### src/rtl/mbe_defines.svh
// Constants of the serial request checker: function codes, exception codes,
// frame layout and timing figures. Definitions only; included by bare name.
`ifndef MBE_DEFINES_SVH
`define MBE_DEFINES_SVH

// Function codes that the slave serves, and the exception flag
`define MBE_FC_READ 8'h03
`define MBE_FC_LOOP 8'h08
`define MBE_FC_WRITE 8'h10
`define MBE_EXC_FLAG 8'h80

// Exception codes
`define MBE_EXC_NONE 8'h00
`define MBE_EXC_FUNC 8'h01
`define MBE_EXC_REG 8'h02
`define MBE_EXC_COUNT 8'h03
`define MBE_EXC_DATA 8'h21
`define MBE_EXC_MODE 8'h22
`define MBE_EXC_UV 8'h23
`define MBE_EXC_BUSY 8'h24

// Addressing
`define MBE_BCAST_ADDR 8'h00
`define MBE_BCAST_REG_FIRST 16'h0001
`define MBE_BCAST_REG_LAST 16'h0002
`define MBE_ENTER_EEPROM_REG 16'h0900
`define MBE_ENTER_RAM_REG 16'h0910

// Frame layout, in bytes from the address byte
`define MBE_POS_ADDR 8'h00
`define MBE_POS_FUNC 8'h01
`define MBE_POS_START_HI 8'h02
`define MBE_POS_START_LO 8'h03
`define MBE_POS_QTY_HI 8'h04
`define MBE_POS_QTY_LO 8'h05
`define MBE_POS_BCNT 8'h06
`define MBE_POS_DATA 8'h07
`define MBE_MIN_LEN 8'h04
`define MBE_FIXED_LEN 8'h08
`define MBE_WR_OVERHEAD 9'h009
`define MBE_MAX_QTY 16'h0010
`define MBE_MAX_DATA_BYTES 8'h20
`define MBE_CNT_MAX 8'hFF

// Exception reply layout
`define MBE_EXC_LEN 3'h5
`define MBE_EXC_CRC_POS 3'h3

// CRC-16
`define MBE_CRC_INIT 16'hFFFF
`define MBE_CRC_POLY 16'hA001
`define MBE_CRC_GOOD 16'h0000

// Inter-character gap, in bit periods
`define MBE_GAP_BITS 5'h18
`define MBE_DIV_ONE 16'h0001

// Serial self-test
`define MBE_SELFTEST_SEL 8'h43
`define MBE_TEST_PATTERN 8'h55

`endif

### src/rtl/mbe_pkg.sv
// Types shared by the serial request checker modules.
// Assumes mbe_defines.svh supplies the numeric constants.
package mbe_pkg;
	typedef enum logic [2:0] {
		MBE_IDLE = 3'b000,
		MBE_RECV = 3'b001,
		MBE_CHECK = 3'b010,
		MBE_EXEC = 3'b011,
		MBE_SEND = 3'b100,
		MBE_TEST = 3'b101
	} mbe_state_e;
	typedef logic [7:0] mbe_byte_t;
endpackage

### src/rtl/mbe_crc_if.sv
// Link between a CRC-16 engine and the logic that feeds it bytes.
// Assumes both ends run on the same clock.
`timescale 1ns/1ps
interface mbe_crc_if;
	logic clear;
	logic en;
	logic [7:0] data;
	logic [15:0] crc;
	modport user(output clear, output en, output data, input crc);
	modport engine(input clear, input en, input data, output crc);
endinterface : mbe_crc_if

### src/rtl/mbe_crc16.sv
// CRC-16 engine, one byte per clock, reflected polynomial.
// Assumes the user holds clear while idle; a byte given with clear starts a new sum.
`timescale 1ns/1ps
`include "mbe_defines.svh"
module mbe_crc16
	import mbe_pkg::*;
(
	// Clock and reset
	input wire logic clk,
	input wire logic resetn,
	// Byte feed
	mbe_crc_if.engine bus
);
	logic [15:0] crc_q;
	logic [15:0] crc_d;
	logic [15:0] base;

	always_comb
	begin
		base = bus.clear ? `MBE_CRC_INIT : crc_q;
		crc_d = base ^ {8'h00, bus.data};
		for (int i = 0; i < 8; i++)
		begin
			crc_d = crc_d[0] ? ((crc_d >> 1) ^ `MBE_CRC_POLY) : (crc_d >> 1);
		end
	end

	always_ff @(posedge clk or negedge resetn)
	begin
		if (!resetn)
			crc_q <= `MBE_CRC_INIT;
		else if (bus.en)
			crc_q <= crc_d;
		else if (bus.clear)
			crc_q <= `MBE_CRC_INIT;
	end

	assign bus.crc = crc_q;
endmodule // mbe_crc16

### src/rtl/mbe_gap_timer.sv
// Silence timer counting bit periods since the last restart.
// Assumes baud_div holds clocks per bit and is at least one.
`timescale 1ns/1ps
`include "mbe_defines.svh"
module mbe_gap_timer
	import mbe_pkg::*;
(
	// Clock and reset
	input wire logic clk,
	input wire logic resetn,
	// Control
	input wire logic restart,
	input wire logic [15:0] baud_div,
	// Status
	output logic gap_over
);
	logic [15:0] div_q;
	logic [4:0] bits_q;
	logic over_q;

	always_ff @(posedge clk or negedge resetn)
	begin
		if (!resetn)
		begin
			div_q <= 16'h0000;
			bits_q <= 5'd0;
			over_q <= 1'b1;
		end
		else if (restart)
		begin
			div_q <= 16'h0000;
			bits_q <= 5'd0;
			over_q <= 1'b0;
		end
		else if (!over_q)
		begin
			if (div_q >= baud_div - `MBE_DIV_ONE)
			begin
				div_q <= 16'h0000;
				bits_q <= bits_q + 5'd1;
				// Over only once a full 25th bit has gone silent
				over_q <= (bits_q == `MBE_GAP_BITS);
			end
			else
				div_q <= div_q + 16'h0001;
		end
	end

	assign gap_over = over_q;
endmodule // mbe_gap_timer

### src/rtl/mbe_slave.sv
// Request checker of a serial RTU slave: frames, validates, answers exceptions.
// Assumes a UART on the same clock delivers bytes and line errors as pulses,
// and the parameter store answers attribute queries combinationally.
`timescale 1ns/1ps
`include "mbe_defines.svh"
module mbe_slave
	import mbe_pkg::*;
(
	// Clock and reset
	input wire logic clk,
	input wire logic resetn,
	// Received bytes
	input wire logic rx_valid,
	input wire logic [7:0] rx_data,
	input wire logic rx_err,
	input wire logic [15:0] baud_div,
	// Transmitted bytes
	output logic tx_valid_q,
	output logic [7:0] tx_data_q,
	input wire logic tx_ready,
	// Drive status
	input wire logic [7:0] station_address_setting,
	input wire logic drive_running,
	input wire logic bus_undervoltage_fault,
	input wire logic nonvolatile_data_fault,
	input wire logic param_busy,
	// Parameter store queries
	output logic [15:0] query_reg_q,
	output logic [15:0] query_data_q,
	input wire logic reg_exists,
	input wire logic reg_read_only,
	input wire logic reg_run_locked,
	input wire logic reg_init_exempt,
	input wire logic data_in_range,
	input wire logic data_consistent,
	// Accepted writes
	output logic wr_en_q,
	output logic [15:0] wr_reg_q,
	output logic [15:0] wr_data_q,
	// Accepted requests for the normal responder
	output logic req_valid_q,
	output logic [7:0] req_func_q,
	output logic [15:0] req_start_q,
	output logic [15:0] req_qty_q,
	output logic req_reply_q,
	// Self-test
	input wire logic [7:0] input_six_function_select,
	input wire logic multi_input_six,
	output logic selftest_pass_q,
	output logic comm_error_q
);
	mbe_state_e state_q;
	mbe_byte_t addr_q, func_q, bcnt_q, exc_q;
	logic [7:0] cnt_q;
	logic [15:0] start_q, qty_q;
	logic [15:0] words_q [0:15];
	logic bad_q, phase_q, pin_six_meta_q, pin_six_q;
	logic [3:0] idx_q;
	logic [2:0] txi_q;
	logic gap_over, take, tx_hs, bcast, is_write, test_mode, test_tx;
	logic [7:0] woff;
	logic ev_drop;
	mbe_byte_t ev_code, chk_code, tx_byte;
	logic [16:0] last_reg;
	mbe_crc_if rx_crc();
	mbe_crc_if tx_crc();

	// Bytes are only taken while framing; late bytes during a reply are dropped
	assign take = rx_valid && (state_q == MBE_IDLE || state_q == MBE_RECV);
	assign tx_hs = tx_valid_q && tx_ready;
	assign test_tx = (state_q == MBE_TEST) && tx_hs;
	assign bcast = (addr_q == `MBE_BCAST_ADDR);
	assign is_write = (func_q == `MBE_FC_WRITE);
	assign test_mode = (input_six_function_select == `MBE_SELFTEST_SEL) && pin_six_q;
	assign woff = cnt_q - `MBE_POS_DATA;
	assign last_reg = {1'b0, start_q} + {1'b0, qty_q} - 17'h00001;

	assign rx_crc.clear = (state_q == MBE_IDLE);
	assign rx_crc.en = take;
	assign rx_crc.data = rx_data;
	assign tx_crc.clear = (state_q != MBE_SEND);
	assign tx_crc.en = (state_q == MBE_SEND) && tx_hs && (txi_q < `MBE_EXC_CRC_POS);
	assign tx_crc.data = tx_data_q;

	mbe_crc16 u_rx_crc (.clk(clk), .resetn(resetn), .bus(rx_crc.engine));
	mbe_crc16 u_tx_crc (.clk(clk), .resetn(resetn), .bus(tx_crc.engine));

	// Gap restarts at each stop bit end, and at each test byte sent
	mbe_gap_timer u_gap (
		.clk(clk),
		.resetn(resetn),
		.restart(rx_valid || test_tx),
		.baud_div(baud_div),
		.gap_over(gap_over)
	);

	// Selector pin is asynchronous
	always_ff @(posedge clk or negedge resetn)
	begin
		if (!resetn)
		begin
			pin_six_meta_q <= 1'b0;
			pin_six_q <= 1'b0;
		end
		else
		begin
			pin_six_meta_q <= multi_input_six;
			pin_six_q <= pin_six_meta_q;
		end
	end

	// Frame verdict once the line has gone silent
	always_comb
	begin
		ev_drop = bad_q || (rx_crc.crc != `MBE_CRC_GOOD);
		if (cnt_q < `MBE_MIN_LEN)
			ev_drop = 1'b1;
		if (!bcast && addr_q != station_address_setting)
			ev_drop = 1'b1;
		if ((func_q == `MBE_FC_READ || func_q == `MBE_FC_LOOP) && cnt_q != `MBE_FIXED_LEN)
			ev_drop = 1'b1;
		if (is_write && {1'b0, cnt_q} != ({1'b0, bcnt_q} + `MBE_WR_OVERHEAD))
			ev_drop = 1'b1;
		ev_code = `MBE_EXC_NONE;
		if (func_q != `MBE_FC_READ && func_q != `MBE_FC_LOOP && !is_write)
			ev_code = `MBE_EXC_FUNC;
		else if (func_q != `MBE_FC_LOOP && (qty_q == 16'h0000 || qty_q > `MBE_MAX_QTY))
			ev_code = `MBE_EXC_COUNT;
		else if (is_write && {9'h000, bcnt_q} != {1'b0, qty_q[14:0], 1'b0})
			ev_code = `MBE_EXC_COUNT;
		else if (bcast && (!is_write || start_q < `MBE_BCAST_REG_FIRST || last_reg > {1'b0, `MBE_BCAST_REG_LAST}))
			ev_code = `MBE_EXC_REG;
	end

	// Per-register attribute check against the store's answer
	always_comb
	begin
		chk_code = `MBE_EXC_NONE;
		if (!reg_exists)
			chk_code = `MBE_EXC_REG;
		else if (is_write)
		begin
			if (param_busy)
				chk_code = `MBE_EXC_BUSY;
			else if (bus_undervoltage_fault)
				chk_code = `MBE_EXC_UV;
			else if (reg_read_only)
				chk_code = `MBE_EXC_MODE;
			else if (drive_running && reg_run_locked)
				chk_code = `MBE_EXC_MODE;
			else if (nonvolatile_data_fault && !reg_init_exempt)
				chk_code = `MBE_EXC_MODE;
			else if (!data_in_range || !data_consistent)
				chk_code = `MBE_EXC_DATA;
		end
	end

	// Byte capture
	always_ff @(posedge clk or negedge resetn)
	begin
		if (!resetn)
		begin
			cnt_q <= 8'h00;
			addr_q <= 8'h00;
			func_q <= 8'h00;
			start_q <= 16'h0000;
			qty_q <= 16'h0000;
			bcnt_q <= 8'h00;
		end
		else if (take)
		begin
			cnt_q <= (state_q == MBE_IDLE) ? 8'h01 : ((cnt_q == `MBE_CNT_MAX) ? cnt_q : cnt_q + 8'h01);
			case ((state_q == MBE_IDLE) ? `MBE_POS_ADDR : cnt_q)
				`MBE_POS_ADDR: addr_q <= rx_data;
				`MBE_POS_FUNC: func_q <= rx_data;
				`MBE_POS_START_HI: start_q[15:8] <= rx_data;
				`MBE_POS_START_LO: start_q[7:0] <= rx_data;
				`MBE_POS_QTY_HI: qty_q[15:8] <= rx_data;
				`MBE_POS_QTY_LO: qty_q[7:0] <= rx_data;
				`MBE_POS_BCNT: bcnt_q <= rx_data;
				default: ;
			endcase
		end
	end

	// Write data held until the whole frame is proven good
	always_ff @(posedge clk)
	begin
		if (take && state_q == MBE_RECV && cnt_q >= `MBE_POS_DATA && woff < `MBE_MAX_DATA_BYTES)
		begin
			if (woff[0])
				words_q[woff[4:1]][7:0] <= rx_data;
			else
				words_q[woff[4:1]][15:8] <= rx_data;
		end
	end

	// Line errors spoil the whole frame
	always_ff @(posedge clk or negedge resetn)
	begin
		if (!resetn)
			bad_q <= 1'b0;
		else if (state_q == MBE_IDLE)
			bad_q <= rx_err;
		else if (rx_err)
			bad_q <= 1'b1;
	end

	// Sequencer
	always_ff @(posedge clk or negedge resetn)
	begin
		if (!resetn)
		begin
			state_q <= MBE_IDLE;
			idx_q <= 4'h0;
			phase_q <= 1'b0;
			exc_q <= `MBE_EXC_NONE;
		end
		else
		begin
			case (state_q)
				MBE_IDLE:
				begin
					phase_q <= 1'b0;
					if (test_mode)
						state_q <= MBE_TEST;
					else if (rx_valid)
						state_q <= MBE_RECV;
				end
				MBE_RECV:
				begin
					idx_q <= 4'h0;
					phase_q <= 1'b0;
					exc_q <= ev_code;
					// A gap too long ends the frame; its length or CRC then fails
					if (gap_over)
					begin
						if (ev_drop)
							state_q <= MBE_IDLE;
						else if (ev_code != `MBE_EXC_NONE)
							state_q <= bcast ? MBE_IDLE : MBE_SEND;
						else if (func_q == `MBE_FC_LOOP)
							state_q <= MBE_EXEC;
						else
							state_q <= MBE_CHECK;
					end
				end
				MBE_CHECK:
				begin
					phase_q <= !phase_q;
					if (phase_q)
					begin
						if (chk_code != `MBE_EXC_NONE)
						begin
							exc_q <= chk_code;
							state_q <= bcast ? MBE_IDLE : MBE_SEND;
						end
						else if ({12'h000, idx_q} == qty_q - 16'h0001)
						begin
							idx_q <= 4'h0;
							state_q <= MBE_EXEC;
						end
						else
							idx_q <= idx_q + 4'h1;
					end
				end
				MBE_EXEC:
				begin
					// Writes go out one per clock, nothing is stored before all checks pass
					if (!is_write || {12'h000, idx_q} == qty_q - 16'h0001)
						state_q <= MBE_IDLE;
					else
						idx_q <= idx_q + 4'h1;
				end
				MBE_SEND:
				begin
					if (!tx_valid_q && txi_q == `MBE_EXC_LEN)
						state_q <= MBE_IDLE;
				end
				MBE_TEST:
				begin
					if (!test_mode && !tx_valid_q)
						state_q <= MBE_IDLE;
					else if (test_tx)
						phase_q <= 1'b1;
					else if (phase_q && (rx_valid || rx_err || gap_over))
						phase_q <= 1'b0;
				end
				default: state_q <= MBE_IDLE;
			endcase
		end
	end

	// Attribute queries
	always_ff @(posedge clk or negedge resetn)
	begin
		if (!resetn)
		begin
			query_reg_q <= 16'h0000;
			query_data_q <= 16'h0000;
		end
		else if (state_q == MBE_CHECK && !phase_q)
		begin
			query_reg_q <= start_q + {12'h000, idx_q};
			query_data_q <= words_q[idx_q];
		end
	end

	// Write strobes and request hand-off
	always_ff @(posedge clk or negedge resetn)
	begin
		if (!resetn)
		begin
			wr_en_q <= 1'b0;
			wr_reg_q <= 16'h0000;
			wr_data_q <= 16'h0000;
			req_valid_q <= 1'b0;
			req_func_q <= 8'h00;
			req_start_q <= 16'h0000;
			req_qty_q <= 16'h0000;
			req_reply_q <= 1'b0;
		end
		else
		begin
			wr_en_q <= (state_q == MBE_EXEC) && is_write;
			wr_reg_q <= start_q + {12'h000, idx_q};
			wr_data_q <= words_q[idx_q];
			req_valid_q <= (state_q == MBE_EXEC) && (!is_write || {12'h000, idx_q} == qty_q - 16'h0001);
			req_func_q <= func_q;
			req_start_q <= start_q;
			req_qty_q <= qty_q;
			req_reply_q <= !bcast;
		end
	end

	// Exception reply bytes: address, flagged function, code, CRC low, CRC high
	always_comb
	begin
		case (txi_q)
			3'h0: tx_byte = addr_q;
			3'h1: tx_byte = func_q | `MBE_EXC_FLAG;
			3'h2: tx_byte = exc_q;
			3'h3: tx_byte = tx_crc.crc[7:0];
			default: tx_byte = tx_crc.crc[15:8];
		endcase
	end

	// Transmit side; one idle clock between bytes lets the CRC settle
	always_ff @(posedge clk or negedge resetn)
	begin
		if (!resetn)
		begin
			tx_valid_q <= 1'b0;
			tx_data_q <= 8'h00;
			txi_q <= 3'h0;
		end
		else if (tx_hs)
		begin
			tx_valid_q <= 1'b0;
			txi_q <= txi_q + 3'h1;
		end
		else if (!tx_valid_q)
		begin
			if (state_q == MBE_SEND && txi_q != `MBE_EXC_LEN)
			begin
				tx_valid_q <= 1'b1;
				tx_data_q <= tx_byte;
			end
			else if (state_q == MBE_TEST && test_mode && !phase_q)
			begin
				tx_valid_q <= 1'b1;
				tx_data_q <= `MBE_TEST_PATTERN;
			end
			else if (state_q != MBE_SEND)
				txi_q <= 3'h0;
		end
	end

	// Self-test result; a mismatch, line error or lost echo counts as failure
	always_ff @(posedge clk or negedge resetn)
	begin
		if (!resetn)
		begin
			selftest_pass_q <= 1'b0;
			comm_error_q <= 1'b0;
		end
		else if (state_q != MBE_TEST)
		begin
			selftest_pass_q <= 1'b0;
			comm_error_q <= 1'b0;
		end
		else if (phase_q && !test_tx)
		begin
			if (rx_valid && !rx_err && rx_data == `MBE_TEST_PATTERN)
			begin
				selftest_pass_q <= 1'b1;
				comm_error_q <= 1'b0;
			end
			else if (rx_valid || rx_err || gap_over)
			begin
				selftest_pass_q <= 1'b0;
				comm_error_q <= 1'b1;
			end
		end
	end
endmodule // mbe_slave
### config.mk
export PLATFORM = sky130hd
export DESIGN_NAME = mbe_slave
export DESIGN_NICKNAME = d
export VERILOG_FILES = /design/src/rtl/mbe_pkg.sv /design/src/rtl/mbe_crc_if.sv /design/src/rtl/mbe_crc16.sv /design/src/rtl/mbe_gap_timer.sv /design/src/rtl/mbe_slave.sv
export VERILOG_INCLUDE_DIRS = /design/src /design/src/rtl
export SDC_FILE = /design/constraint.sdc
export NUM_CORES = 1
export LEC_CHECK = 0
export BUFFER_PORTS_ARGS = -buffer_cell sky130_fd_sc_hd__buf_2
export CAP_MARGIN = 10
export CELL_PAD_IN_SITES_DETAIL_PLACEMENT = 2
export CELL_PAD_IN_SITES_GLOBAL_PLACEMENT = 2
export CORE_MARGIN = 2
export CORE_UTILIZATION = 38
export DETAILED_ROUTE_END_ITERATION = 10
export PLACE_DENSITY_LB_ADDON = 0.08
export SLEW_MARGIN = 20
export SYNTH_ARGS = -nofsm -noshare
export SYNTH_HDL_FRONTEND = slang
export SYNTH_SLANG_ARGS = --single-unit
### constraint.sdc
create_clock -name clk -period 3.41 [get_ports clk]
set_clock_uncertainty 0.15 [all_clocks]
set_input_delay 0.5115 -clock clk [delete_from_list [all_inputs] [get_ports clk]]
set_output_delay 0.5115 -clock clk [all_outputs]
set_load 0.05 [all_outputs]
# After elaboration in Yosys (flattened, before gate mapping)
# Memory sizes are Yosys's and may differ from the RTL's.
# Cells that the tools add are included.
# classes
n_addsub	12
order_cmp	8
eq_ne	49
muxes	102
bitwise_logic	20
n_reduce_logical	86
# ops
op	n
2-to-1 mux 16 bit	23
2-to-1 mux 8 bit	7
2-to-1 mux 3 bit	17
2-to-1 mux 6 bit	8
NOT 2 -> 3 bit	16
case mux 8 bit (4 select lines)	1
subtractor 16 x 1 -> 16 bit, second input constant	2
bitwise XOR 16 x 8 -> 16 bit	2
logical AND 1 bit	31
2-to-1 mux 1 bit	31
equality test 8 x 2 -> 1 bit, second input constant	3
equality test 8 x 3 -> 1 bit, second input constant	3
!= test 2 bit, second input constant	10
AND reduction 2 bit	10
!= test 3 bit, second input constant	6
case mux 3 bit (6 select lines)	1
adder 16 x 16 -> 17 bit	1
> comparator 17 x 2 -> 1 bit, second input constant	1
subtractor 17 x 1 -> 17 bit, second input constant	1
adder 16 x 1 -> 16 bit, second input constant	1
adder 16 x 4 -> 16 bit	1
equality test 4 x 16 -> 1 bit	1
equality test 8 x 7 -> 1 bit, second input constant	2
>= comparator 16 bit	1
other kinds (46)	97
# totals
ff_bits	258
mem_bits_rw	256
in_bits	56
output_inout_bits	118
elab_cells	313
n_memories	1
# memory_table
name	depth	word_bits	rd	rd_ports_with_merged_regs	write_ports	line	text
words_q	16	16	1	0	1	mbe_slave.sv:56	logic [15:0] words_q [0:15];

# Logic depth before layout (Yosys ltp)
# Gate-level depths: netlist of run 1.
# depth
ltp_word	20
mapped_depth	16
mapped_depth_nobuf	16

# Cells and area by module
# Synthesis of run 1 repeated with hierarchy kept, for this count alone.
# hier_totals
hier_cells	1862
hier_area_um2	23986.8
# by_module_without_submodules
module	n_inst	cells_each	area_each_um2
mbe_slave	1	1429	20041.7
mbe_crc16	2	114	1061.0
mbe_gap_timer	1	205	1823.0

# Worst setup path after synthesis of run 1
# OpenSTA, ideal clock, no wires.
# synth_path
kind	input-to-reg
startpoint	input port baud_div[3]
endpoint	register u_gap.bits_q[1]
arrival_ns	3.808
slack_ns	-0.690
stages	15
path_buffers	0
path_cell_list	nor3_1 > nand2b_1 > nor4_1 > nand2_1 > or2_2 > nor4_1 > xnor2_1 > ha_1 > a21o_1 > a21o_1 > a2111oi_0 > o211ai_1 > a21oi_1 > nor2_1 > mux2i_1
# synth_via
elab_chain_cells	4
# synth_lines
element	line	text
start, declared	mbe_slave.sv:16	input wire logic [15:0] baud_div,
subtractor 16 x 1 -> 16 bit (no source line)	-	
>= comparator 16 bit (no source line)	-	
nonzero test 2 bit (no source line)	-	
AND reduction 2 bit (no source line)	-	
end signal, assigned	mbe_gap_timer.sv:40	bits_q <= bits_q + 5'd1;
end, declared	mbe_gap_timer.sv:18	logic [4:0] bits_q;
# Every way passes these cells.
# A chain may end at the register's enable or synchronous reset.

# Worst setup path in the final report of run 1
# layout_path
startpoint	register qty_q[5]
endpoint	register state_q[1]
# layout_via
elab_chain_cells	14
elab_cells_between_ends	26
cone_classes	add/sub: 3; order compare: 2; eq/ne: 4; mux: 8; reduce/logical: 9
# layout_lines
element	line	text
start, declared	mbe_slave.sv:55	logic [15:0] start_q, qty_q;
start signal, assigned	mbe_slave.sv:179	`MBE_POS_QTY_LO: qty_q[7:0] <= rx_data;
adder 16 x 16 -> 17 bit	mbe_slave.sv:76	assign last_reg = {1'b0, start_q} + {1'b0, qty_q} - 17'h00001;
subtractor 17 x 1 -> 17 bit	mbe_slave.sv:76	
> comparator 17 x 2 -> 1 bit	mbe_slave.sv:131	else if (bcast && (!is_write || start_q < `MBE_BCAST_REG_FIRST || last_reg > {1'b0, `MBE_BCAST_REG_LAST}))
logical OR 1 bit	mbe_slave.sv:131	
logical AND 1 bit	mbe_slave.sv:131	
2-to-1 mux 2 bit	mbe_slave.sv:131	
2-to-1 mux 2 bit	mbe_slave.sv:129	else if (is_write && {9'h000, bcnt_q} != {1'b0, qty_q[14:0], 1'b0})
2-to-1 mux 2 bit	mbe_slave.sv:127	else if (func_q != `MBE_FC_LOOP && (qty_q == 16'h0000 || qty_q > `MBE_MAX_QTY))
2-to-1 mux 2 bit	mbe_slave.sv:125	if (func_q != `MBE_FC_READ && func_q != `MBE_FC_LOOP && !is_write)
nonzero test 8 bit (no source line)	-	
2-to-1 mux 3 bit	mbe_slave.sv:240	else if (ev_code != `MBE_EXC_NONE)
2-to-1 mux 3 bit	mbe_slave.sv:238	if (ev_drop)
2-to-1 mux 3 bit	mbe_slave.sv:236	if (gap_over)
case mux 3 bit (6 select lines)	mbe_slave.sv:221	case (state_q)
end signal, assigned	mbe_slave.sv:241	state_q <= bcast ? MBE_IDLE : MBE_SEND;
end signal, assigned	mbe_slave.sv:256	state_q <= bcast ? MBE_IDLE : MBE_SEND;
end, declared	mbe_slave.sv:52	mbe_state_e state_q;
# Several ways; a longest one is shown, not always the timed one. The select of a mux whose other input is x is not followed.

==> key figures, run 1 <==
Run status
  – Outcome: finished clean

Final layout
  – Post-route cell area: 0.0289 sq mm
  – Largest register FFs: 256
  – Final Util: 47.0%
  – Synth-to-layout area growth: 22.4%
  – Fill count: 6,079
  – Multi-input gate area: 0.00919 sq mm
  – Fraction of layout cells with a size suffix above 1: 27.9%
  – Final-stage net count: 2,357
  – Seq. cell area: 0.0141 sq mm

Timing
  – Pins over their slew limit: 0
  – Number of hold violations in the final report: 0
  – F_max: 295 MHz
  – Transition time at the pin with the least slew margin: 1220 ps
  – Share of the clock period used by the worst path: 99.4%
  – RSZ-0062 raised after global routing: yes
  – Worst hold-check slack: 48.6 ps
  – Worst-case headroom to the max-slew limit: 18.1%
  – Shortest clock period the worst path allows after layout: 3390 ps
  – Setup violators final: 0

Synthesis
  – Xor/xnor cell area share of the yosys netlist: 4.80%
  – Most frequent cells after synthesis: sky130_fd_sc_hd__edfxtp_1, sky130_fd_sc_hd__dfrtp_1, sky130_fd_sc_hd__nand2_1, sky130_fd_sc_hd__nor2_1, sky130_fd_sc_hd__inv_1
  – Count of state elements after synthesis: 510
  – Simple-gate area share of the yosys netlist: 10.8%
  – Post-synthesis instance total: 1,907
  – Post-synth top area cell: sky130_fd_sc_hd__edfxtp_1
  – Leading cell types by total area after synthesis: sky130_fd_sc_hd__edfxtp_1, sky130_fd_sc_hd__dfrtp_1, sky130_fd_sc_hd__dfstp_2
  – Async S/R FF share, synth: 49.8%
  – Main combinational cell family by area after synthesis: simple AND/OR/NAND/NOR gates
  – Number of enable-type register cells in the synthesized netlist: 256
  – Ys flop type: sky130_fd_sc_hd__edfxtp_1
  – Number of distinct library cells after synthesis: 82
  – Syn nets: 2,031
  – Fraction of the yosys area taken by sequential cells: 59.6%
  – Fraction of the mapped netlist area in compound gates: 9.27%
  – Number of warnings printed during yosys synthesis: 0
  – Area share of fa/ha/maj cells after synthesis: 3.66%
  – Portion of netlist area occupied by mux cells: 8.97%
  – Netlist area before placement: 0.0236 sq mm
  – Syn avg cell area: 12.4 sq um
  – Leading cell type by number of instances after synthesis: sky130_fd_sc_hd__edfxtp_1
  – Portion of synthesized cell area occupied by the leading cell type: 32.5%

Die
  – Area enclosed by the die boundary: 0.0642 sq mm
  – Core footprint: 0.0616 sq mm
  – Starting density of the core: 38.4%
  – Site Rows: 91
  – Floorplan die height: 253 um
  – I/O pins: 174
  – Die Span X: 253 um

Placement
  – Detailed Place HPWL: 55,200 um
  – Input/output buffers: 173
  – Weighted congestion reported at the end of routability-driven placement: 0.870
  – Cell area reported after detailed placement: 0.0266 sq mm

Clock network
  – H-tree levels: 2
  – Reg clk slew, reported paths: 60 ps
  – Clock tree buffer depth: 3
  – Num Clock Sinks: 510
  – Worst-skew pair later-pin latency: 650 ps
  – TritonCTS clock tree: built
  – Total CTS buffers: 57
  – Clock tree root driver cell: sky130_fd_sc_hd__clkbuf_16

Power and ir drop
  – Max IR drop VDD: 529 uV
  – Static Leakage: 11.7 nW
  – Cell area power density: 989 mW/mm^2

Route
  – Length of the first detailed-routing pass in iterations: 5
  – DRT antenna net count: 0
  – Routed wire length per instance: 25.5 um
  – Post-route DRC: 0
  – Ratio of routed vias to standard cells: 5.43
  – Wire length after detailed routing: 79,500 um
  – DRT iter0 DRCs: 1,051
  – Count of vias placed by the detailed router: 16,927

Worst setup path
  – Critical Path RT: 3800 ps
  – Arrival @ worst endpoint: 3790 ps
  – Type of element capturing the critical path: register
  – Register-to-Register Path Depth: 12
  – Type of the worst setup path: register to register
  – Setup crit start kind: register
  – Maximum net fanout on the critical path: 3
  – Minimum setup slack among reg-to-reg paths: 20 ps

Job
  – Max-capacitance violation count: 0

Global route
  – Global-route total usage across every layer: 25.0%
  – Initial antenna violation count: 3
  – First-pass GRT wire length: 120,000 um
  – Pin count of the biggest net entering global routing: 83
  – Via count of the first global-routing pass: 18,791
  – Global route total overflow: 0

Worst hold path
  – Hold Path Depth: 3
  – HP Class: primary input to register
==> repair_timing <==
| item | 4_1_cts | 5_1_grt |
|---|---|---|
| cloned | 0 | 0 |
| endpoints found under the setup margin | 4 | 24 |
| hold buffers | 2 | 0 |
| pin swaps | 18 | 18 |
| hold endpoints to repair | 52 | 0 |
| setup buffers | 6 | 5 |
| gates resized for setup | 25 | 30 |
==> path summary, 6_finish.rpt <==
kind,end,start
worst max register to register,state_q[1]$_DFFE_PN0P_,qty_q[5]$_DFFE_PN0P_
worst min register to register,pin_six_q$_DFF_PN0_,pin_six_meta_q$_DFF_PN0_
max in group asynchronous,u_rx_crc.bus.crc[13]$_DFF_PN1_,resetn
worst max-delay path,state_q[1]$_DFFE_PN0P_,qty_q[5]$_DFFE_PN0P_
min in group asynchronous,req_qty_q[14]$_DFF_PN0_,resetn
worst min-delay path,exc_q[2]$_DFFE_PN0P_,param_busy
==> routing by layer <==
metal	global-route usage, %	wire (um)
met1	32.8	34600
met2	43.2	39800
met3	3.68	3320
met4	6.69	1820
met5	0	9
==> worst max-delay path, stage by stage (launching register included) <==
cell and delay (ps):
sky130_fd_sc_hd__dfrtp_1 390, sky130_fd_sc_hd__inv_2 90, sky130_fd_sc_hd__ha_1 230, sky130_fd_sc_hd__inv_1 100
sky130_fd_sc_hd__ha_4 220, sky130_fd_sc_hd__o211ai_1 310, sky130_fd_sc_hd__nand2_1 140, sky130_fd_sc_hd__nor3b_1 170
sky130_fd_sc_hd__a2111o_1 380, sky130_fd_sc_hd__or4_4 530, sky130_fd_sc_hd__nor4_4 260, sky130_fd_sc_hd__a31oi_1 150
sky130_fd_sc_hd__a31oi_1 180
==> layout make-up <==
class | instances | share of cell area (%)
clock buffers | 74 | 5.43
inverters | 94 | 1.22
repair buffers | 355 | 8.04
well taps | 837 | 3.62
flip-flops and latches | 510 | 48.7
diodes | 1 | 0.00865
clock inverters | 31 | 1.23
multi-input cells | 1215 | 31.8
==> through the flow <==
step | total power [mW] | std cells | setup TNS [ps] | worst slack (ps)
after CTS | 28.6 | 3111 | -15.9 | -15.9
after detailed placement | 21.7 | 2998 | -13800 | -681
after floorplan | 17.1 | 1907 | -2370 | -213
after global routing | 30.2 | 3117 | -1900 | -172
after global placement | 21.2 | 2998 | -10500 | -555
final | 28.6 | 3117 | 0 | 19.0
==> placed cells by master (no fill, tap or decap), drive strengths merged, types with 7 or more instances in the layout <==
cell,Yosys,layout
nor4,26,26
a221oi,35,35
and3,15,15
nor2b,17,17
o211ai,15,15
dfrtp,221,221
edfxtp,256,256
nand3b,7,7
buf,13,353
a22oi,19,19
mux2,55,55
or3,12,12
a21oi,57,57
nand4,14,14
nand3,27,27
nand2,182,182
nand2b,15,15
or4,7,7
dfstp,33,33
nor2,147,147
o21ai,80,80
ha,66,66
clkinv,1,21
mux2i,78,78
xor2,35,35
inv,93,94
mux4,32,32
a31oi,25,25
a21o,16,16
a222oi,7,7
clkbuf,75,74
nor3,31,31
xnor2,92,92
==> logic make-up (layout without fill, tap and decap cells) <==
kind of cell | count (synthesis) | count (layout)
AO/OA/AOI/OAI | 324 | 324
flip-flops | 510 | 510
other | 0 | 1
adder cells (fa/ha/maj) | 68 | 68
multiplexers | 165 | 165
XOR/XNOR | 128 | 128
AND/OR/NAND/NOR | 530 | 530
buffers and inverters | 182 | 554
==> report_power, final <==
| group | switching, mW | total, mW | leakage [nW] | internal (mW) |
|---|---|---|---|---|
| Sequential | 0.943 | 8.62 | 5.38 | 7.67 |
| Combinational | 8.66 | 13.7 | 5.37 | 5.00 |
| Clock | 2.68 | 6.33 | 0.943 | 3.65 |
Note: power is estimated with default switching activity, not from simulation.
==> run 2: changes to the inputs <==
--- a/config.mk
+++ b/config.mk
@@ -8,10 +8,8 @@
 export LEC_CHECK = 0
 export BUFFER_PORTS_ARGS = -buffer_cell sky130_fd_sc_hd__buf_2
 export CAP_MARGIN = 10
-export CELL_PAD_IN_SITES_DETAIL_PLACEMENT = 2
-export CELL_PAD_IN_SITES_GLOBAL_PLACEMENT = 2
 export CORE_MARGIN = 2
-export CORE_UTILIZATION = 38
+export CORE_UTILIZATION = 55
 export DETAILED_ROUTE_END_ITERATION = 10
 export PLACE_DENSITY_LB_ADDON = 0.08
 export SLEW_MARGIN = 20
==> run 2 against run 1 <==
Net effect:
- combinational power shrank 10%
- first-iteration DRC count grew 29%
- global-route usage grew 2.1 points
- register-to-register slack gained 40 ps
- design area shrank 2.2%
- via count shrank 3.0%
- worst setup slack gained 42 ps
- total power shrank 4.1%
- critical path type unchanged
==> key figures, run 2 (synthesis results as in run 1) <==
Placement
  – Detailed Place HPWL: 39,800 um
  – Weighted congestion reported at the end of routability-driven placement: 0.891
  – Cell area reported after detailed placement: 0.0260 sq mm
  – Input/output buffers: 173
  – Setup WS pre-CTS: -505 ps

Timing
  – F_max: 299 MHz
  – Transition time at the pin with the least slew margin: 856 ps
  – Worst-case headroom to the max-slew limit: 43.0%
  – Pins over their slew limit: 0
  – Number of hold violations in the final report: 0
  – RSZ-0062 raised after global routing: yes
  – Share of the clock period used by the worst path: 98.2%
  – Setup violators final: 0
  – Worst hold-check slack: 43.5 ps
  – Setup WS post-layout: 60.9 ps
  – Shortest clock period the worst path allows after layout: 3350 ps
  – Total Neg Setup Slack: 0 ps

Worst setup path
  – Cell Chain, Critical Path: inv_2, ha_4, inv_4, ha_4, inv_2, fa_2, nor2b_4, o2111a_1, nor3_2, xnor2_1, or4_4, nor4_4, a31oi_1, a31oi_1
  – Crit. path cell count: 14
  – Arrival @ worst endpoint: 3740 ps
  – Register-to-Register Path Depth: 14
  – Type of element capturing the critical path: register
  – Type of the worst setup path: register to register
  – RR Startpoint: start_q[1]$_DFFE_PN0P_
  – Top delay family on crit path: simple AND/OR/NAND/NOR gates
  – Worst reg2reg path endpoint: state_q[1]$_DFFE_PN0P_
  – Critical Path RT: 3800 ps
  – Biggest cell delay along the critical path: 550 ps
  – Slowest cell on the critical path: sky130_fd_sc_hd__or4_4
  – Setup crit start kind: register
  – Minimum setup slack among reg-to-reg paths: 60 ps
  – Maximum net fanout on the critical path: 4
  – Number of buffer and inverter stages on the critical path: 3

Global route
  – Via count of the first global-routing pass: 16,268
  – First-pass GRT wire length: 92,900 um
  – Global-route total usage across every layer: 27.1%
  – Global route total overflow: 0
  – Pin count of the biggest net entering global routing: 101
  – Initial antenna violation count: 0

Route
  – DRT iter0 DRCs: 1,352
  – Post-route DRC: 0
  – DRT antenna net count: 0
  – Length of the first detailed-routing pass in iterations: 8
  – Count of vias placed by the detailed router: 16,424
  – Wire length after detailed routing: 60,000 um
  – Routed wire length per instance: 21.6 um
  – Ratio of routed vias to standard cells: 5.91

Power and ir drop
  – Max IR drop VDD: 640 uV
  – Cell area power density: 970 mW/mm^2
  – Final Total Pwr: 27.4 mW
  – Static Leakage: 11.5 nW

Final layout
  – Final-stage net count: 2,319
  – Most used cells in the layout excluding fill and tap cells: sky130_fd_sc_hd__edfxtp_1, sky130_fd_sc_hd__dfrtp_1, sky130_fd_sc_hd__nand2_1
  – Synth-to-layout area growth: 19.7%
  – Fraction of layout cells with a size suffix above 1: 26.0%
  – N_diodes: 0
  – Largest register FFs: 256
  – Commonest non-fill, non-tap cell in the layout: sky130_fd_sc_hd__edfxtp_1
  – Post-route cell area: 0.0283 sq mm

Die
  – Floorplan die height: 211 um
  – I/O pins: 174
  – Area enclosed by the die boundary: 0.0447 sq mm
  – Site Rows: 75
  – Core footprint: 0.0422 sq mm
  – Die Span X: 211 um
  – Starting density of the core: 56.0%

Clock network
  – Worst-skew pair later-pin latency: 630 ps
  – H-tree levels: 2
  – Clock tree buffer depth: 3
  – TritonCTS clock tree: built
  – Reg clk slew, reported paths: 70 ps
  – Num Clock Sinks: 510
  – Total CTS buffers: 54
  – Clock tree root driver cell: sky130_fd_sc_hd__clkbuf_16

Worst hold path
  – Launch point of the worst hold path: param_busy
  – HP Class: primary input to register
  – Hold Path Depth: 3
  – Worst Hold Path EP: exc_q[2]$_DFFE_PN0P_

Run status
  – Outcome: finished clean

Job
  – Max-capacitance violation count: 0
-- run 2: cell count changes in the layout (fill, tap and decap cells not counted), moves of 4 or more --
cell                        previous run  this run
sky130_fd_sc_hd__buf_4               173       138
sky130_fd_sc_hd__nor2_2                8         3
sky130_fd_sc_hd__bufinv_16             5        12
sky130_fd_sc_hd__buf_6                 4         0
sky130_fd_sc_hd__nor2_1              137       142
sky130_fd_sc_hd__clkinv_2             17         8
-- run 2: worst max-delay path by stage --
stage                                        to  slack [ps]              startpoint
floorplan           u_gap.bits_q[1]$_DFFE_PN0P_        -210             baud_div[3]
detailed placement  u_gap.bits_q[1]$_DFFE_PN0P_        -510             baud_div[3]
CTS                      state_q[1]$_DFFE_PN0P_          20  start_q[1]$_DFFE_PN0P_
finish                   state_q[1]$_DFFE_PN0P_          60  start_q[1]$_DFFE_PN0P_
global placement    u_gap.bits_q[4]$_DFFE_PN0P_        -440             baud_div[3]
global route             state_q[1]$_DFFE_PN0P_         -50    qty_q[7]$_DFFE_PN0P_
-- run 2: power breakdown --
group | internal, mW | switching [mW]
registers | 7.67 | 0.926
clock network | 3.99 | 2.52
logic | 4.63 | 7.71
-- run 2: timing repair --
item | CTS | global route
setup buffers | 0 | 8
hold buffers | 4 | 0
pin swaps | 1 | 10
endpoints found under the hold margin | 90 | 0
setup endpoints to repair | 2 | 11
resized for setup | 3 | 26
-- run 2: through the flow --
step	cells	util [%]
3_3_place_gp	2666	61.6
2_1_floorplan	1907	-
4_1_cts	2771	66.5
6_report	2779	67.0
5_1_grt	2779	67.0
3_5_place_dp	2666	61.6
-- run 2: tightest hold or removal path: cells and delay by family --
kind,cells,cell delay [ps]
buf+inv,2,180
compound gates,1,70
-- run 2: cell type report --
cell class	count	area [sq um]
Sequential cell	510	14100
Fill cell	3153	13900
Multi-Input combinational cell	1215	9110
Timing Repair Buffer	320	2050
Clock buffer	67	1470
Tap cell	539	674
Clock inverter	34	544
Inverter	94	355
-- run 2: layer usage --
layer | up-vias | share of wire [%] | global-route usage, % | wire [um]
li1 | 7581 | - | - | -
met1 | 8235 | 44 | 38.4 | 26200
met2 | 524 | 48 | 44.2 | 28900
met3 | 84 | 6.0 | 3.87 | 3620
met4 | 0 | 2.0 | 7.63 | 1200
met5 | - | 0 | 0 | 0
==> run 3: changes to the inputs <==
--- a/config.mk
+++ b/config.mk
@@ -10,6 +10,7 @@
 export CAP_MARGIN = 10
 export CORE_MARGIN = 2
 export CORE_UTILIZATION = 55
+export CTS_BUF_LIST = sky130_fd_sc_hd__clkbuf_4
 export DETAILED_ROUTE_END_ITERATION = 10
 export PLACE_DENSITY_LB_ADDON = 0.08
 export SLEW_MARGIN = 20
==> run 3 against run 2 <==
Net effect:
- final cell count up 5.9%
- worst setup slack better by 79 ps
- non-clock buffer count up 18
- critical path depth unchanged
- largest cell class unchanged
- first-iteration DRC count down 5.5%
- highest routed layer unchanged
- register-to-register slack better by 80 ps
- design area about the same
- maximum frequency up 2.4%
==> key figures, run 3 (synthesis results as in run 1) <==
Die
  – Floorplan die height: 211 um
  – I/O pins: 174
  – Area enclosed by the die boundary: 0.0447 sq mm
  – Core footprint: 0.0422 sq mm
  – Site Rows: 75
  – Die Span X: 211 um
  – Starting density of the core: 56.0%

Final layout
  – Final Util: 66.9%
  – Final-stage net count: 2,419
  – Number of standard cells in the layout, taps in and fillers out: 2,942
  – Fraction of layout cells with a size suffix above 1: 29.1%
  – Most used cells in the layout excluding fill and tap cells: sky130_fd_sc_hd__edfxtp_1, sky130_fd_sc_hd__dfrtp_1, sky130_fd_sc_hd__clkbuf_4
  – Synth-to-layout area growth: 19.6%
  – Largest register FFs: 256
  – Post-route cell area: 0.0283 sq mm
  – Commonest non-fill, non-tap cell in the layout: sky130_fd_sc_hd__edfxtp_1

Clock network
  – TritonCTS clock tree: built
  – Clock tree root driver cell: sky130_fd_sc_hd__clkbuf_4
  – Reg clk slew, reported paths: 60 ps
  – H-tree levels: 4
  – Clock tree buffer depth: 3
  – Num Clock Sinks: 510
  – Worst-skew pair later-pin latency: 1000 ps
  – Total CTS buffers: 136

Worst setup path
  – Type of element capturing the critical path: register
  – RR Startpoint: start_q[1]$_DFFE_PN0P_
  – Cell Chain, Critical Path: inv_2, ha_4, inv_2, ha_2, inv_1, fa_2, nor2b_4, o31ai_4, o32ai_2, nor2_1, a221o_1, nor4_4, a31oi_1, a31oi_1
  – Slowest cell on the critical path: sky130_fd_sc_hd__dfrtp_1
  – Biggest cell delay along the critical path: 380 ps
  – First element of the critical path: start_q[1]$_DFFE_PN0P_
  – Number of buffer and inverter stages on the critical path: 3
  – Arrival @ worst endpoint: 4000 ps
  – Type of the worst setup path: register to register
  – Setup crit start kind: register
  – Top delay family on crit path: compound AO/OA/AOI/OAI gates
  – Register-to-Register Path Depth: 14
  – Crit. path cell count: 14
  – Critical Path RT: 4140 ps
  – Maximum net fanout on the critical path: 4

Route
  – DRT iter0 DRCs: 1,277
  – Post-route DRC: 0
  – DRT antenna net count: 0
  – Wire length after detailed routing: 60,400 um
  – Count of vias placed by the detailed router: 16,861
  – Ratio of routed vias to standard cells: 5.73
  – Length of the first detailed-routing pass in iterations: 7
  – Routed wire length per instance: 20.5 um

Timing
  – Pins over their slew limit: 0
  – Setup violators final: 0
  – Share of the clock period used by the worst path: 95.9%
  – Setup WS post-layout: 140 ps
  – Worst-case headroom to the max-slew limit: 45.3%
  – Worst hold-check slack: 102 ps
  – Number of hold violations in the final report: 0
  – Transition time at the pin with the least slew margin: 820 ps
  – Shortest clock period the worst path allows after layout: 3270 ps
  – F_max: 306 MHz
  – Total Neg Setup Slack: 0 ps
  – RSZ-0062 raised after global routing: no

Global route
  – Global route total overflow: 0
  – Global-route total usage across every layer: 27.9%
  – Via count of the first global-routing pass: 17,100
  – Initial antenna violation count: 2
  – First-pass GRT wire length: 94,000 um
  – Pin count of the biggest net entering global routing: 101

Placement
  – Input/output buffers: 173
  – Detailed Place HPWL: 39,800 um
  – Weighted congestion reported at the end of routability-driven placement: 0.891
  – Cell area reported after detailed placement: 0.0260 sq mm
  – Count of placed standard cells including taps: 2,666
  – Setup WS pre-CTS: -505 ps

Job
  – Max-capacitance violation count: 0

Worst hold path
  – Launch point of the worst hold path: input_six_function_select[3]
  – Hold Path Depth: 6
  – HP Class: primary input to register

Power and ir drop
  – Cell area power density: 930 mW/mm^2
  – Final Total Pwr: 26.3 mW
  – Static Leakage: 11.7 nW
  – Max IR drop VDD: 585 uV

Run status
  – Outcome: finished clean
==> run 3: cell types whose count changed in the layout (fill, tap and decap cells not counted), moves of 4 or more <==
cell	previous run	this run
sky130_fd_sc_hd__buf_4	138	131
sky130_fd_sc_hd__clkbuf_8	7	0
sky130_fd_sc_hd__clkinv_2	8	1
sky130_fd_sc_hd__dlygate4sd3_1	4	28
sky130_fd_sc_hd__bufinv_16	12	4
sky130_fd_sc_hd__clkinv_1	4	20
sky130_fd_sc_hd__ha_4	7	3
sky130_fd_sc_hd__diode_2	0	4
sky130_fd_sc_hd__clkbuf_1	6	0
sky130_fd_sc_hd__clkbuf_16	54	0
sky130_fd_sc_hd__clkinvlp_4	5	1
sky130_fd_sc_hd__clkbuf_4	0	211
==> run 3: area by class of cell <==
class,instances,area [sq um]
diodes,4,10.0
clock buffers,211,1580
clock inverters,31,246
fillers,3247,14000
inverters,94,353
multi-input cells,1215,9050
flip-flops and latches,510,14100
well taps,539,674
repair buffers,338,2270
==> run 3: where the power goes <==
part | total, mW | internal [mW] | switching, mW | leakage, nW
logic | 12.1 | 4.47 | 7.61 | 5.26
clock network | 5.64 | 3.12 | 2.52 | 1.09
registers | 8.58 | 7.67 | 0.919 | 5.38
==> run 3: worst reg2reg max path, delay by kind of cell (launching register included) <==
family                   cells  cell delay (ps)
buffers and inverters        3              170
flip-flops                   1              380
AND/OR/NAND/NOR              3              610
AO/OA/AOI/OAI                5             1120
adder cells (fa/ha/maj)      3              730
==> run 3: final timing paths <==
check,endpoint,slack (ps)
min reg2reg,pin_six_q$_DFF_PN0_,200
max,state_q[1]$_DFFE_PN0P_,140
max reg2reg,state_q[1]$_DFFE_PN0P_,140
min in group asynchronous,qty_q[5]$_DFFE_PN0P_,390
min,tx_valid_q$_DFF_PN0_,100
max in group asynchronous,idx_q[0]$_DFFE_PN0P_,2040
==> run 3: per-layer routing <==
metal  GRT usage, %  wire length, um  part of all wire [%]
met3           6.99             3990                   6.6
met1           37.7            26200                    43
met4           10.5             1380                   2.3
met5              0                0                     0
met2           43.9            28900                    48
==> run 3: what timing repair did <==
| action | 4_1_cts | 5_1_grt |
|---|---|---|
| pin swaps | 2 | 3 |
| hold endpoints to repair | 438 | 0 |
| gates resized for setup | 4 | 14 |
| hold buffers | 29 | 0 |
| setup buffers | 0 | 1 |
| endpoints found under the setup margin | 2 | 3 |
